$ cat src/design/pmusb_regs.vh
`ifndef PMUSB_REGS_VH
`define PMUSB_REGS_VH
// ==========================================================
// register offsets
`define PMUSB_OFS_SYSMON    8'h00
`define PMUSB_OFS_HIBSCR    8'h01
`define PMUSB_OFS_B1VPRI    8'h20
`define PMUSB_OFS_B1VSEC    8'h21
`define PMUSB_OFS_B1CTRL    8'h22
// ==========================================================
// field positions
`define PMUSB_SYS_TRST      7
`define PMUSB_SYS_RESP      6
`define PMUSB_SYS_IRQEN     5
`define PMUSB_SYS_BELOW     4
`define PMUSB_HIB_FORCE     6
`define PMUSB_HIB_READY     1
`define PMUSB_CTL_ON        7
`define PMUSB_CTL_PHASE     6
`define PMUSB_CTL_PWM       5
`define PMUSB_CTL_FLTEN     1
`define PMUSB_CTL_PGOOD     0
// ==========================================================
// reset values and writable masks
`define PMUSB_RST_SYSMON    8'h00
`define PMUSB_RST_HIBSCR    8'h00
`define PMUSB_RST_B1VPRI    8'h00
`define PMUSB_RST_B1VSEC    8'h00
`define PMUSB_RST_B1CTRL    8'h00
`define PMUSB_WM_SYSMON     8'hEF
`define PMUSB_WM_HIBSCR     8'h4F
`define PMUSB_WM_VOLT       8'h3F
`define PMUSB_WM_B1CTRL     8'hFE
`define PMUSB_SCRATCH_MASK  8'h0D
`endif

$ cat src/design/pmusb_regbank.v
`timescale 1ns/1ns
`include "pmusb_regs.vh"

module pmusb_regbank (
    // clock and power-loss reset
    input  wire       clk,
    input  wire       arst_n,
    // register access port
    input  wire       regWrite,
    input  wire       regRead,
    input  wire [7:0] regAddr,
    input  wire [7:0] regWdata,
    output reg  [7:0] regRdata,
    output reg        regRvalid,
    // analog status and pins
    input  wire       monitorBelow,
    input  wire       outputGood,
    input  wire       regulatorFault,
    input  wire       voltageSelectPin,
    input  wire       hibernateActive,
    input  wire       systemShutdown,
    // regulator and system controls
    output reg        regulatorEnable,
    output reg  [5:0] regulatorVoltageCode,
    output reg        regulatorPhaseShift,
    output reg        regulatorForcePwm,
    output reg  [2:0] regulatorDelay,
    output reg        resetTimeoutLong,
    output reg        monitorIrq,
    output reg        faultIrq,
    output reg        shutdownRequest
);

    // ==========================================================
    // register storage
    reg  [7:0] sysMon;
    reg  [7:0] hibScr;
    reg  [7:0] voltPri;
    reg  [7:0] voltSec;
    reg  [7:0] ctrl;

    // ==========================================================
    // next values
    reg  [7:0] next_sysMon;
    reg  [7:0] next_hibScr;
    reg  [7:0] next_voltPri;
    reg  [7:0] next_voltSec;
    reg  [7:0] next_ctrl;
    reg  [7:0] next_rdata;
    reg        next_enable;
    reg  [5:0] next_code;
    reg        next_monitorIrq;
    reg        next_shutdown;
    reg        next_faultIrq;

    // ==========================================================
    // address decode
    localparam NUM_REGS = 5;
    localparam IDX_SYS  = 0;
    localparam IDX_HIB  = 1;
    localparam IDX_PRI  = 2;
    localparam IDX_SEC  = 3;
    localparam IDX_CTL  = 4;

    wire [NUM_REGS-1:0] addrHit;
    wire [NUM_REGS-1:0] writeHit;

    function hit;
        input [7:0] a;
        input [7:0] ofs;
        begin
            hit = (a == ofs);
        end
    endfunction

    // slot to byte offset; any slot past the map lands on control
    function [7:0] offsetOf;
        input integer idx;
        begin
            if (idx == IDX_SYS) begin
                offsetOf = `PMUSB_OFS_SYSMON;
            end else if (idx == IDX_HIB) begin
                offsetOf = `PMUSB_OFS_HIBSCR;
            end else if (idx == IDX_PRI) begin
                offsetOf = `PMUSB_OFS_B1VPRI;
            end else if (idx == IDX_SEC) begin
                offsetOf = `PMUSB_OFS_B1VSEC;
            end else begin
                offsetOf = `PMUSB_OFS_B1CTRL;
            end
        end
    endfunction

    // one comparator per mapped byte, shared by read and write
    genvar k;
    generate
        for (k = 0; k < NUM_REGS; k = k + 1) begin : g_dec
            assign addrHit[k]  = hit(regAddr, offsetOf(k));
            assign writeHit[k] = regWrite & addrHit[k];
        end
    endgenerate

    // ==========================================================
    // next register values
    always @* begin
        next_sysMon = sysMon;
        if (writeHit[IDX_SYS]) begin
            // status bit is never stored, it is read live
            next_sysMon = regWdata & `PMUSB_WM_SYSMON;
        end
    end

    // shutdown beats a same-cycle write; ready and force-on survive
    always @* begin
        next_hibScr = hibScr;
        if (systemShutdown) begin
            next_hibScr = hibScr & ~`PMUSB_SCRATCH_MASK;
        end else if (writeHit[IDX_HIB]) begin
            next_hibScr = regWdata & `PMUSB_WM_HIBSCR;
        end
    end

    always @* begin
        next_voltPri = voltPri;
        if (writeHit[IDX_PRI]) begin
            next_voltPri = regWdata & `PMUSB_WM_VOLT;
        end
    end

    always @* begin
        next_voltSec = voltSec;
        if (writeHit[IDX_SEC]) begin
            next_voltSec = regWdata & `PMUSB_WM_VOLT;
        end
    end

    // power-good is live too, so bit 0 is never stored
    always @* begin
        next_ctrl = ctrl;
        if (writeHit[IDX_CTL]) begin
            next_ctrl = regWdata & `PMUSB_WM_B1CTRL;
        end
    end

    // ==========================================================
    // storage; async reset models loss of input power
    always @(posedge clk or negedge arst_n) begin
        if (!arst_n) begin
            sysMon  <= `PMUSB_RST_SYSMON;
            hibScr  <= `PMUSB_RST_HIBSCR;
            voltPri <= `PMUSB_RST_B1VPRI;
            voltSec <= `PMUSB_RST_B1VSEC;
            ctrl    <= `PMUSB_RST_B1CTRL;
        end else begin
            sysMon  <= next_sysMon;
            hibScr  <= next_hibScr;
            voltPri <= next_voltPri;
            voltSec <= next_voltSec;
            ctrl    <= next_ctrl;
        end
    end

    // ==========================================================
    // named fields
    wire       fieldTrst;
    wire       fieldResp;
    wire       fieldIrqEn;
    wire       fieldForce;
    wire       fieldOn;
    wire       fieldPhase;
    wire       fieldPwm;
    wire [2:0] fieldDelay;
    wire       fieldFltEn;
    wire [5:0] codePri;
    wire [5:0] codeSec;

    assign fieldTrst  = sysMon[`PMUSB_SYS_TRST];
    assign fieldResp  = sysMon[`PMUSB_SYS_RESP];
    assign fieldIrqEn = sysMon[`PMUSB_SYS_IRQEN];
    assign fieldForce = hibScr[`PMUSB_HIB_FORCE];
    assign fieldOn    = ctrl[`PMUSB_CTL_ON];
    assign fieldPhase = ctrl[`PMUSB_CTL_PHASE];
    assign fieldPwm   = ctrl[`PMUSB_CTL_PWM];
    assign fieldDelay = ctrl[4:2];
    assign fieldFltEn = ctrl[`PMUSB_CTL_FLTEN];
    assign codePri    = voltPri[5:0];
    assign codeSec    = voltSec[5:0];

    // ==========================================================
    // read path; unmapped addresses read zero
    always @* begin
        next_rdata = 8'h00;
        if (addrHit[IDX_SYS]) begin
            next_rdata = sysMon;
            next_rdata[`PMUSB_SYS_BELOW] = monitorBelow;
        end else if (addrHit[IDX_HIB]) begin
            next_rdata = hibScr;
        end else if (addrHit[IDX_PRI]) begin
            next_rdata = voltPri;
        end else if (addrHit[IDX_SEC]) begin
            next_rdata = voltSec;
        end else if (addrHit[IDX_CTL]) begin
            next_rdata = ctrl;
            next_rdata[`PMUSB_CTL_PGOOD] = outputGood;
        end
    end

    // read data holds until the next read
    always @(posedge clk or negedge arst_n) begin
        if (!arst_n) begin
            regRdata <= 8'h00;
        end else if (regRead) begin
            regRdata <= next_rdata;
        end
    end

    always @(posedge clk or negedge arst_n) begin
        if (!arst_n) begin
            regRvalid <= 1'h0;
        end else begin
            regRvalid <= regRead;
        end
    end

    // ==========================================================
    // control decode
    always @* begin
        // force-on keeps the rail up only while hibernating
        next_enable = fieldOn |
            (hibernateActive & fieldForce);
    end

    always @* begin
        if (voltageSelectPin) begin
            next_code = codeSec;
        end else begin
            next_code = codePri;
        end
    end

    // levels, not sticky; the comparator holds the condition
    always @* begin
        next_monitorIrq = monitorBelow & fieldResp &
            fieldIrqEn;
        next_shutdown   = monitorBelow &
            ~fieldResp;
        next_faultIrq   = regulatorFault &
            fieldFltEn;
    end

    // ==========================================================
    // regulator outputs, one cycle behind the fields
    always @(posedge clk or negedge arst_n) begin
        if (!arst_n) begin
            regulatorEnable <= 1'h0;
        end else begin
            regulatorEnable <= next_enable;
        end
    end

    always @(posedge clk or negedge arst_n) begin
        if (!arst_n) begin
            regulatorVoltageCode <= 6'h00;
        end else begin
            regulatorVoltageCode <= next_code;
        end
    end

    always @(posedge clk or negedge arst_n) begin
        if (!arst_n) begin
            regulatorPhaseShift <= 1'h0;
        end else begin
            regulatorPhaseShift <= fieldPhase;
        end
    end

    always @(posedge clk or negedge arst_n) begin
        if (!arst_n) begin
            regulatorForcePwm <= 1'h0;
        end else begin
            regulatorForcePwm <= fieldPwm;
        end
    end

    always @(posedge clk or negedge arst_n) begin
        if (!arst_n) begin
            regulatorDelay <= 3'h0;
        end else begin
            regulatorDelay <= fieldDelay;
        end
    end

    // ==========================================================
    // system outputs
    always @(posedge clk or negedge arst_n) begin
        if (!arst_n) begin
            resetTimeoutLong <= 1'h0;
        end else begin
            resetTimeoutLong <= fieldTrst;
        end
    end

    always @(posedge clk or negedge arst_n) begin
        if (!arst_n) begin
            monitorIrq <= 1'h0;
        end else begin
            monitorIrq <= next_monitorIrq;
        end
    end

    always @(posedge clk or negedge arst_n) begin
        if (!arst_n) begin
            shutdownRequest <= 1'h0;
        end else begin
            shutdownRequest <= next_shutdown;
        end
    end

    always @(posedge clk or negedge arst_n) begin
        if (!arst_n) begin
            faultIrq <= 1'h0;
        end else begin
            faultIrq <= next_faultIrq;
        end
    end

endmodule // pmusb_regbank

$ cat config.mk
export PLATFORM = sky130hd
export DESIGN_NAME = pmusb_regbank
export DESIGN_NICKNAME = d
export VERILOG_FILES = /design/src/design/pmusb_regbank.v
export VERILOG_INCLUDE_DIRS = /design/src /design/src/design
export SDC_FILE = /design/constraint.sdc
export NUM_CORES = 1
export LEC_CHECK = 0
export ABC_CLOCK_PERIOD_IN_PS = 2300
export BUFFER_PORTS_ARGS = -buffer_cell sky130_fd_sc_hd__buf_2
export CORE_MARGIN = 2
export CORE_UTILIZATION = 40
export DETAILED_ROUTE_END_ITERATION = 8
export SYNTH_ARGS = -nofsm -noshare
export SYNTH_HDL_FRONTEND = slang
export SYNTH_SLANG_ARGS = --single-unit
$ cat constraint.sdc
create_clock -name clk -period 2.3 [get_ports clk]
set_input_delay 0.575 -clock clk [delete_from_list [all_inputs] [get_ports clk]]
set_output_delay 0.575 -clock clk [all_outputs]
set_load 0.005 [all_outputs]
==> results of run 1 <==
state kept, by name (all words and copies together), names as in the netlist, 3 cells and up:
register,cells
voltPri,6
sysMon,7
regulatorVoltageCode,6
regRdata,8
regulatorDelay,3
ctrl,7
hibScr,5
voltSec,6
worst register-to-register path, delay by kind of cell (launching register included):
| kind | cells | cell delay (ns) |
|---|---|---|
| flops | 1 | 0.43 |
| compound gates | 2 | 0.27 |
| mux | 1 | 0.27 |
path summary, 6_finish.rpt:
kind | slack (ns) | endpoint | cells past startpoint | from
hold / removal | 0.27 | regRdata[1]$_DFFE_PN0P_ | 1 | arst_n
setup reg to reg | 1.20 | regRdata[6]$_DFFE_PN0P_ | 3 | hibScr[6]$_DFFE_PN0P_
min in group clk | 0.42 | regulatorForcePwm$_DFF_PN0_ | 0 | ctrl[5]$_DFFE_PN0P_
max in group asynchronous | 1.44 | voltSec[0]$_DFFE_PN0P_ | 2 | arst_n
setup / recovery | 0.66 | voltSec[0]$_DFFE_PN0P_ | 5 | regAddr[7]
hold reg to reg | 0.42 | regulatorForcePwm$_DFF_PN0_ | 0 | ctrl[5]$_DFFE_PN0P_
where the power goes:
part / internal, mW / switching (mW) / total, mW
clock: 0.356 / 0.321 / 0.678
combinational: 0.0757 / 0.0877 / 0.163
sequential: 1.02 / 0.0196 / 1.04
total: 1.45 / 0.429 / 1.88
cell type report:
type | count | area [um2]
Clock buffer | 6 | 82.6
Clock inverter | 2 | 38.8
Fill cell | 506 | 2750
Inverter | 8 | 30.0
Multi-Input combinational cell | 107 | 880
Sequential cell | 56 | 1400
Tap cell | 72 | 90.1
Timing Repair Buffer | 55 | 300
layer usage:
layer  routed length [um]  vias up
met5                    0        -
met4                   72        0
met3                  188        8
met2                 2400       39
met1                 2370      757
li1                     -      743
kinds of logic after synthesis:
| group | count (synthesis) | synth area share |
|---|---|---|
| mux | 44 | 0.206 |
| buf+inv | 15 | 0.0293 |
| flops | 56 | 0.596 |
| simple gates | 40 | 0.0959 |
| compound gates | 23 | 0.0724 |
metrics by stage:
stage | util | total power, mW | worst slack (ns) | instances
global route | 0.506 | 1.96 | 0.561 | 306
CTS | 0.506 | 1.90 | 0.654 | 306
finish | 0.506 | 1.88 | 0.658 | 306
detailed placement | 0.485 | 1.23 | 0.328 | 298
floorplan | - | 1.13 | 0.569 | 178
global placement | 0.485 | 1.23 | 0.362 | 298
synthesized netlist by cell type (all sizes together):
cell type   n
dfrtp      56
mux2       35
nor2       18
mux2i       9
inv         8
nand2       8
buf         5
a21oi       4
a22oi       4
a2bb2oi     4
o22ai       4
o32ai       4
and2        3
clkbuf      2
nor2b       2
nor4b       2
o2bb2ai     2
a21o        1
and2b       1
and3        1
nand4       1
nand4b      1
nor3        1
nor3b       1
or3         1
==> flow_summary.rst, run 1 <==
.. list-table::
   :header-rows: 1

   * - Metric
     - Value
   * - Run status
     - finished clean
   * - Met2 global-route usage
     - 0.282
   * - Cell Rows
     - 27
   * - Final hold slack
     - 0.266 ns
   * - Global routing met1 resource utilization
     - 0.235
   * - Antenna violations before repair
     - 0
   * - Power density cells
     - 667 mW/mm2
   * - Total count of max-transition violations in the final report
     - 0
   * - Diodes inserted
     - 0
   * - Via/cell ratio
     - 5.06
   * - Worst min-delay path class
     - input pin to asynchronous set/reset pin
   * - Total length of routed wires
     - 5.04 mm
   * - Post-layout instance area
     - 0.00282 mm2
   * - Most frequent standard cell in the layout excluding fill and tap cells
     - dfrtp_1
   * - Last weighted congestion value of the routability-driven placer
     - 0.809
   * - Max Fanout on Critical Path
     - 6
   * - Syn Inst Count
     - 178
   * - Wire length per cell after detailed routing
     - 16.5 um
   * - Largest net degree at the start of global routing
     - 31
   * - Total leakage power
     - 1.52 nW
   * - Worst path required time
     - 2.50 ns
   * - Detailed Routing Iterations Pass 1
     - 4
   * - Share of the synthesized area in the top cell type
     - 0.596
   * - Port buffer count
     - 50
   * - First-pass GRT wire length
     - 8.29 mm
   * - Via count of the first global-routing pass
     - 1597
   * - I/O pin count
     - 51
   * - Number of setup violations in the final report
     - 0
   * - Slowest-stage cell, CP
     - and2_1
   * - CTS sink count
     - 56
   * - Violation count after the first detailed-route iteration
     - 95
   * - Setup crit start kind
     - input pin
   * - Num CTS Buffers
     - 5
   * - Floorplan die width
     - 80.6 um
   * - Transition time of the tightest slew-check pin
     - 0.635 ns
   * - Commonest cells after routing, fill and taps aside
     - dfrtp_1, buf_2, mux2_2
   * - Buffer type at the clock tree root
     - clkbuf_8
   * - # resized after CTS
     - 0
   * - CTS tree
     - yes
   * - Minimum period implied by the final worst setup slack
     - 1.64 ns
   * - Max-Slew Margin vs Limit
     - 0.577
   * - Vias after detailed routing
     - 1547
   * - Number of different library cells in the post-synthesis netlist
     - 29
   * - Peak supply drop
     - 0.000326 V
   * - Total half-perimeter wirelength after legalization and detailed placement
     - 3.63 mm
   * - Buffer levels on the longest clock path
     - 2
   * - Area of the mapped netlist
     - 0.00235 mm2
   * - Setup repair after global routing missed its margin
     - no
   * - Flip-flop and latch count after synthesis
     - 56
   * - Synthesis warning total
     - 0
   * - Crit-path cells
     - buf_2, nor4b_2, and2_1, nand4b_4, mux2_2
   * - Total global routing overflow
     - 0
   * - Post-route DRC violation count
     - 0
   * - Crit. End Element
     - register
   * - Largest area contributor in the synthesized netlist
     - dfrtp_1
   * - Maximum Capacitance Violations
     - 0
   * - Fraction of the yosys area taken by sequential cells
     - 0.596
   * - Number of failing hold endpoints at the final stage
     - 0
   * - Top cells by area in the synthesized netlist
     - dfrtp_1, mux2_2, mux2i_1
   * - Routing layer with the top usage in global route
     - met2
   * - Hold-fix buffers, CTS
     - 0
   * - Floorplan core area
     - 0.00557 mm2
   * - Post CTS Setup Buffer Count
     - 0
   * - Die outline height
     - 80.6 um
   * - Post-Synthesis Net Count
     - 204
   * - Data arrival time at the worst-slack endpoint
     - 1.84 ns
   * - Crit Path Class
     - input pin to register
   * - Later-pin clock latency in the skew report
     - 0.31 ns
   * - Dpl cell area
     - 0.00270 mm2
   * - Clock transition at the register clock pins on the worst setup and hold paths after CTS
     - 0.10 ns
   * - Layout cell share with drive strength beyond 1
     - 0.444
   * - Timing-limited maximum frequency
     - 609 MHz
   * - Clock Skews
     - 0.00966 ns
   * - Post-route setup TNS
     - 0 ns
   * - Max incr delay on CP
     - 0.32 ns
   * - Global-route total usage across every layer
     - 0.173
   * - Number of H-tree branching levels
     - 2
   * - Area of the die
     - 0.00650 mm2
   * - Initial core utilization
     - 0.422
   * - Nets
     - 259
   * - Number of buffer and inverter instances along the worst setup path
     - 1
   * - Area grow syn2layout
     - 20.1%
   * - Post-route antenna net violation count
     - 0
   * - Final period util
     - 0.714
   * - Fraction of met3 tracks used by global routing
     - 0.0315
   * - Mean Syn Cell Area
     - 13.2 um2
   * - Kind of cell with the highest combined delay on the critical path
     - simple AND/OR/NAND/NOR gates
Power figures use the tool's default switching activity.
==> run 2: changes to the inputs <==
Settings changed: ABC_AREA from default to 1, ABC_CLOCK_PERIOD_IN_PS 2300 to 1450.
Clock period 2.3 ns to 1.45 ns, I/O delays scaled along.
==> flow_summary.rst, run 2 <==
.. list-table::
   :header-rows: 1

   * - Metric
     - Value
   * - Register bank with the most flops
     - regRdata
   * - Diodes inserted
     - 0 (unchanged)
   * - Setup slack of the most critical reg-to-reg path
     - 0.47 ns (-0.73 ns)
   * - Die outline height
     - 83.4 um (+3.4%)
   * - Cell Int Power
     - 2.44 mW (+68%)
   * - Wire length per cell after detailed routing
     - 12.9 um (-21%)
   * - Largest area contributor in the synthesized netlist
     - dfrtp_1
   * - Clock transition at the register clock pins on the worst setup and hold paths after CTS
     - 0.10 ns (about the same)
   * - Max-Slew Margin vs Limit
     - 0.793 (+0.216)
   * - Max Fanout on Critical Path
     - 2 (-4)
   * - Largest net degree at the start of global routing
     - 57 (+84%)
   * - First-pass GRT wire length
     - 8.79 mm (+6.0%)
   * - Number of setup violations in the final report
     - 0 (unchanged)
   * - Post-layout instance area
     - 0.00302 mm2 (+7.1%)
   * - Hold-fix buffers, CTS
     - 0 (unchanged)
   * - Nets
     - 354 (+37%)
   * - Buffer type at the clock tree root
     - clkbuf_8
   * - Worst min-delay path class
     - input pin to asynchronous set/reset pin
   * - Worst reg2reg path startpoint
     - voltPri[3]$_DFFE_PN0P_
   * - Post CTS Setup Buffer Count
     - 0 (unchanged)
   * - Number of H-tree branching levels
     - 2 (unchanged)
   * - Area of the mapped netlist
     - 0.00252 mm2 (+7.2%)
   * - Post-synth EDFFs
     - 0 (unchanged)
   * - Buffer levels on the longest clock path
     - 2 (unchanged)
   * - Sequential share of power
     - 0.537 (-0.016)
   * - Fraction of the yosys area taken by sequential cells
     - 0.556 (-0.0403)
   * - Antenna violations before repair
     - 0 (unchanged)
   * - Total half-perimeter wirelength after legalization and detailed placement
     - 3.86 mm (+6.5%)
   * - Number of buffer and inverter instances along the worst setup path
     - 1 (unchanged)
   * - Number of failing hold endpoints at the final stage
     - 0 (unchanged)
   * - Crit Path Class
     - register to output port
   * - Via count of the first global-routing pass
     - 1851 (+16%)
   * - CTS tree
     - yes
   * - Layout cell share with drive strength beyond 1
     - 0.293 (-0.152)
   * - Crit. End Element
     - output port
   * - Maximum Capacitance Violations
     - 0 (unchanged)
   * - Minimum period implied by the final worst setup slack
     - 1.20 ns
   * - Top cell types by occurrence after synthesis
     - nand2_1, dfrtp_1, nand3_1, inv_1, o21ai_1
   * - Run status
     - finished clean
   * - Transition time of the tightest slew-check pin
     - 0.310 ns (-0.325 ns)
   * - Syn Inst Count
     - 270 (+52%)
   * - I/O pin count
     - 51 (unchanged)
   * - Via/cell ratio
     - 4.73 (-6.4%)
   * - Later-pin clock latency in the skew report
     - 0.31 ns (about the same)
   * - Global-route total usage across every layer
     - 0.159 (-0.0143)
   * - Proportion of power drawn by the clock network
     - 0.372 (+0.012)
   * - Timing-limited maximum frequency
     - 836 MHz
   * - Fraction of power spent switching nets
     - 0.223 (-0.00483)
   * - Initial core utilization
     - 0.421 (-0.000914)
   * - Power spent charging and discharging nets
     - 700 uW (+63%)
   * - Most used flip-flop cell after synthesis
     - dfrtp_1
   * - Combinational power share
     - 0.091 (+0.004)
   * - Flip-flop and latch count after synthesis
     - 56 (unchanged)
   * - Post-route antenna net violation count
     - 0 (unchanged)
   * - Number of different library cells in the post-synthesis netlist
     - 25 (-14%)
   * - Leading registers by flop count
     - regRdata (8), ctrl (7), sysMon (7)
   * - Port buffer count
     - 50 (unchanged)
   * - Post-route DRC violation count
     - 0 (unchanged)
   * - CTS sink count
     - 56 (unchanged)
   * - Detailed Routing Iterations Pass 1
     - 4 (unchanged)
   * - Vias after detailed routing
     - 1908 (+23%)
   * - Total Power Consumption
     - 3.14 mW (+67%)
   * - Start point of the critical path
     - regRdata[5]$_DFFE_PN0P_
   * - Fraction of registers with async set or reset after synthesis
     - 1.00 (unchanged)
   * - Total length of routed wires
     - 5.21 mm (+3.4%)
   * - Cell Rows
     - 28 (+3.7%)
   * - Number of placed instances with taps included
     - 396 (+33%)
   * - Peak supply drop
     - 0.000435 V (+34%)
   * - Post-route non-filler standard cell count
     - 403 (+32%)
   * - Final period util
     - 0.825
   * - Worst path required time
     - 1.09 ns (-1.41 ns)
   * - Violation count after the first detailed-route iteration
     - 111 (+17%)
   * - Floorplan core area
     - 0.00599 mm2 (+7.5%)
   * - Mean Syn Cell Area
     - 9.33 um2 (-29%)
   * - Synthesis warning total
     - 0 (unchanged)
   * - Share of the synthesized area in the top cell type
     - 0.556 (-0.0403)
   * - # resized after CTS
     - 0 (unchanged)
   * - Number of flip-flops in the largest register
     - 8 (unchanged)
   * - Total global routing overflow
     - 0 (unchanged)
   * - Area grow syn2layout
     - 20.0% (about the same)
   * - Area of the die
     - 0.00695 mm2 (+6.9%)
   * - Floorplan die width
     - 83.4 um (+3.4%)
   * - Kind of cell with the highest combined delay on the critical path
     - flip-flops
   * - Clock Skews
     - 0.0125 ns (+0.00280 ns)
   * - Total leakage power
     - 1.61 nW (+6.4%)
   * - Last weighted congestion value of the routability-driven placer
     - 0.781 (-3.4%)
   * - Top cells by area in the synthesized netlist
     - dfrtp_1, nand2_1, nand3_1
   * - Max incr delay on CP
     - 0.39 ns (+0.07 ns)
   * - Slowest-stage cell, CP
     - dfrtp_1
   * - Setup repair after global routing missed its margin
     - no
   * - Most frequent standard cell in the layout excluding fill and tap cells
     - nand2_1
   * - Num CTS Buffers
     - 5 (unchanged)
   * - Post-Synthesis Net Count
     - 296 (+45%)
   * - Commonest cells after routing, fill and taps aside
     - nand2_1, dfrtp_1, buf_2
   * - Data arrival time at the worst-slack endpoint
     - 0.83 ns (-1.01 ns)
   * - Total count of max-transition violations in the final report
     - 0 (unchanged)
   * - Dpl cell area
     - 0.00290 mm2 (+7.2%)
   * - Crit-path cells
     - buf_2
   * - Setup crit start kind
     - register
   * - Power density cells
     - 1040 mW/mm2 (+56%)
   * - Most common cell in the synthesized netlist
     - nand2_1
## run 2: area by class of cell
class	count	area, um2
Sequential cell	56	1400
Inverter	35	131
Fill cell	565	2970
Tap cell	75	93.8
Clock inverter	2	60.1
Timing Repair Buffer	59	343
Clock buffer	5	68.8
Multi-Input combinational cell	171	926
## run 2: worst reg2reg max path, stage by stage (launching register included)
cell and delay, ns:
dfrtp_1 0.41, nand3_1 0.09, nand3_1 0.10, o21bai_1 0.19, nand2_1 0.07
## run 2: cells by family (layout without fill, tap and decap cells)
family / count (synthesis) / in the layout / synth area share
multiplexers: 1 / 1 / 0.00447
AO/OA/AOI/OAI: 47 / 47 / 0.113
buffers and inverters: 43 / 101 / 0.0765
flip-flops: 56 / 56 / 0.556
AND/OR/NAND/NOR: 123 / 123 / 0.250
## run 2: power groups by stage
stage | combinational [mW] | sequential (mW) | clock [mW]
2_1_floorplan | 0.141 | 1.71 | 0
3_3_place_gp | 0.291 | 1.72 | 0
3_5_place_dp | 0.292 | 1.72 | 0
4_1_cts | 0.294 | 1.69 | 1.19
5_1_grt | 0.325 | 1.70 | 1.25
6_report | 0.286 | 1.68 | 1.17
## run 2: metrics by stage
step | TNS, ns | hold slack, ns | utilization | setup slack, ns
floorplan | 0 | 0.0669 | - | 0.202
global placement | -0.0886 | 0.383 | 0.483 | -0.0188
detailed placement | -0.0861 | 0.384 | 0.483 | -0.0136
CTS | 0 | 0.0413 | 0.505 | 0.247
global route | 0 | 0.0538 | 0.505 | 0.149
finish | 0 | 0.0267 | 0.505 | 0.254
## run 2: final timing paths
check / cells after the start / end
worst max-delay path: 1 / regRdata[5]
worst min-delay path: 2 / regulatorVoltageCode[3]$_DFF_PN0_
worst max register to register: 4 / regRdata[3]$_DFFE_PN0P_
worst min register to register: 0 / regulatorDelay[2]$_DFF_PN0_
max in group asynchronous: 2 / voltPri[5]$_DFFE_PN0P_
min in group clk: 3 / regulatorEnable$_DFF_PN0_
## run 2: layer usage
metal	share of wire	up-vias	GRT usage
met4	0.011	0	0.0522
met3	0.041	5	0.0318
met2	0.47	38	0.259
met5	0	-	0
li1	-	980	-
met1	0.48	885	0.214
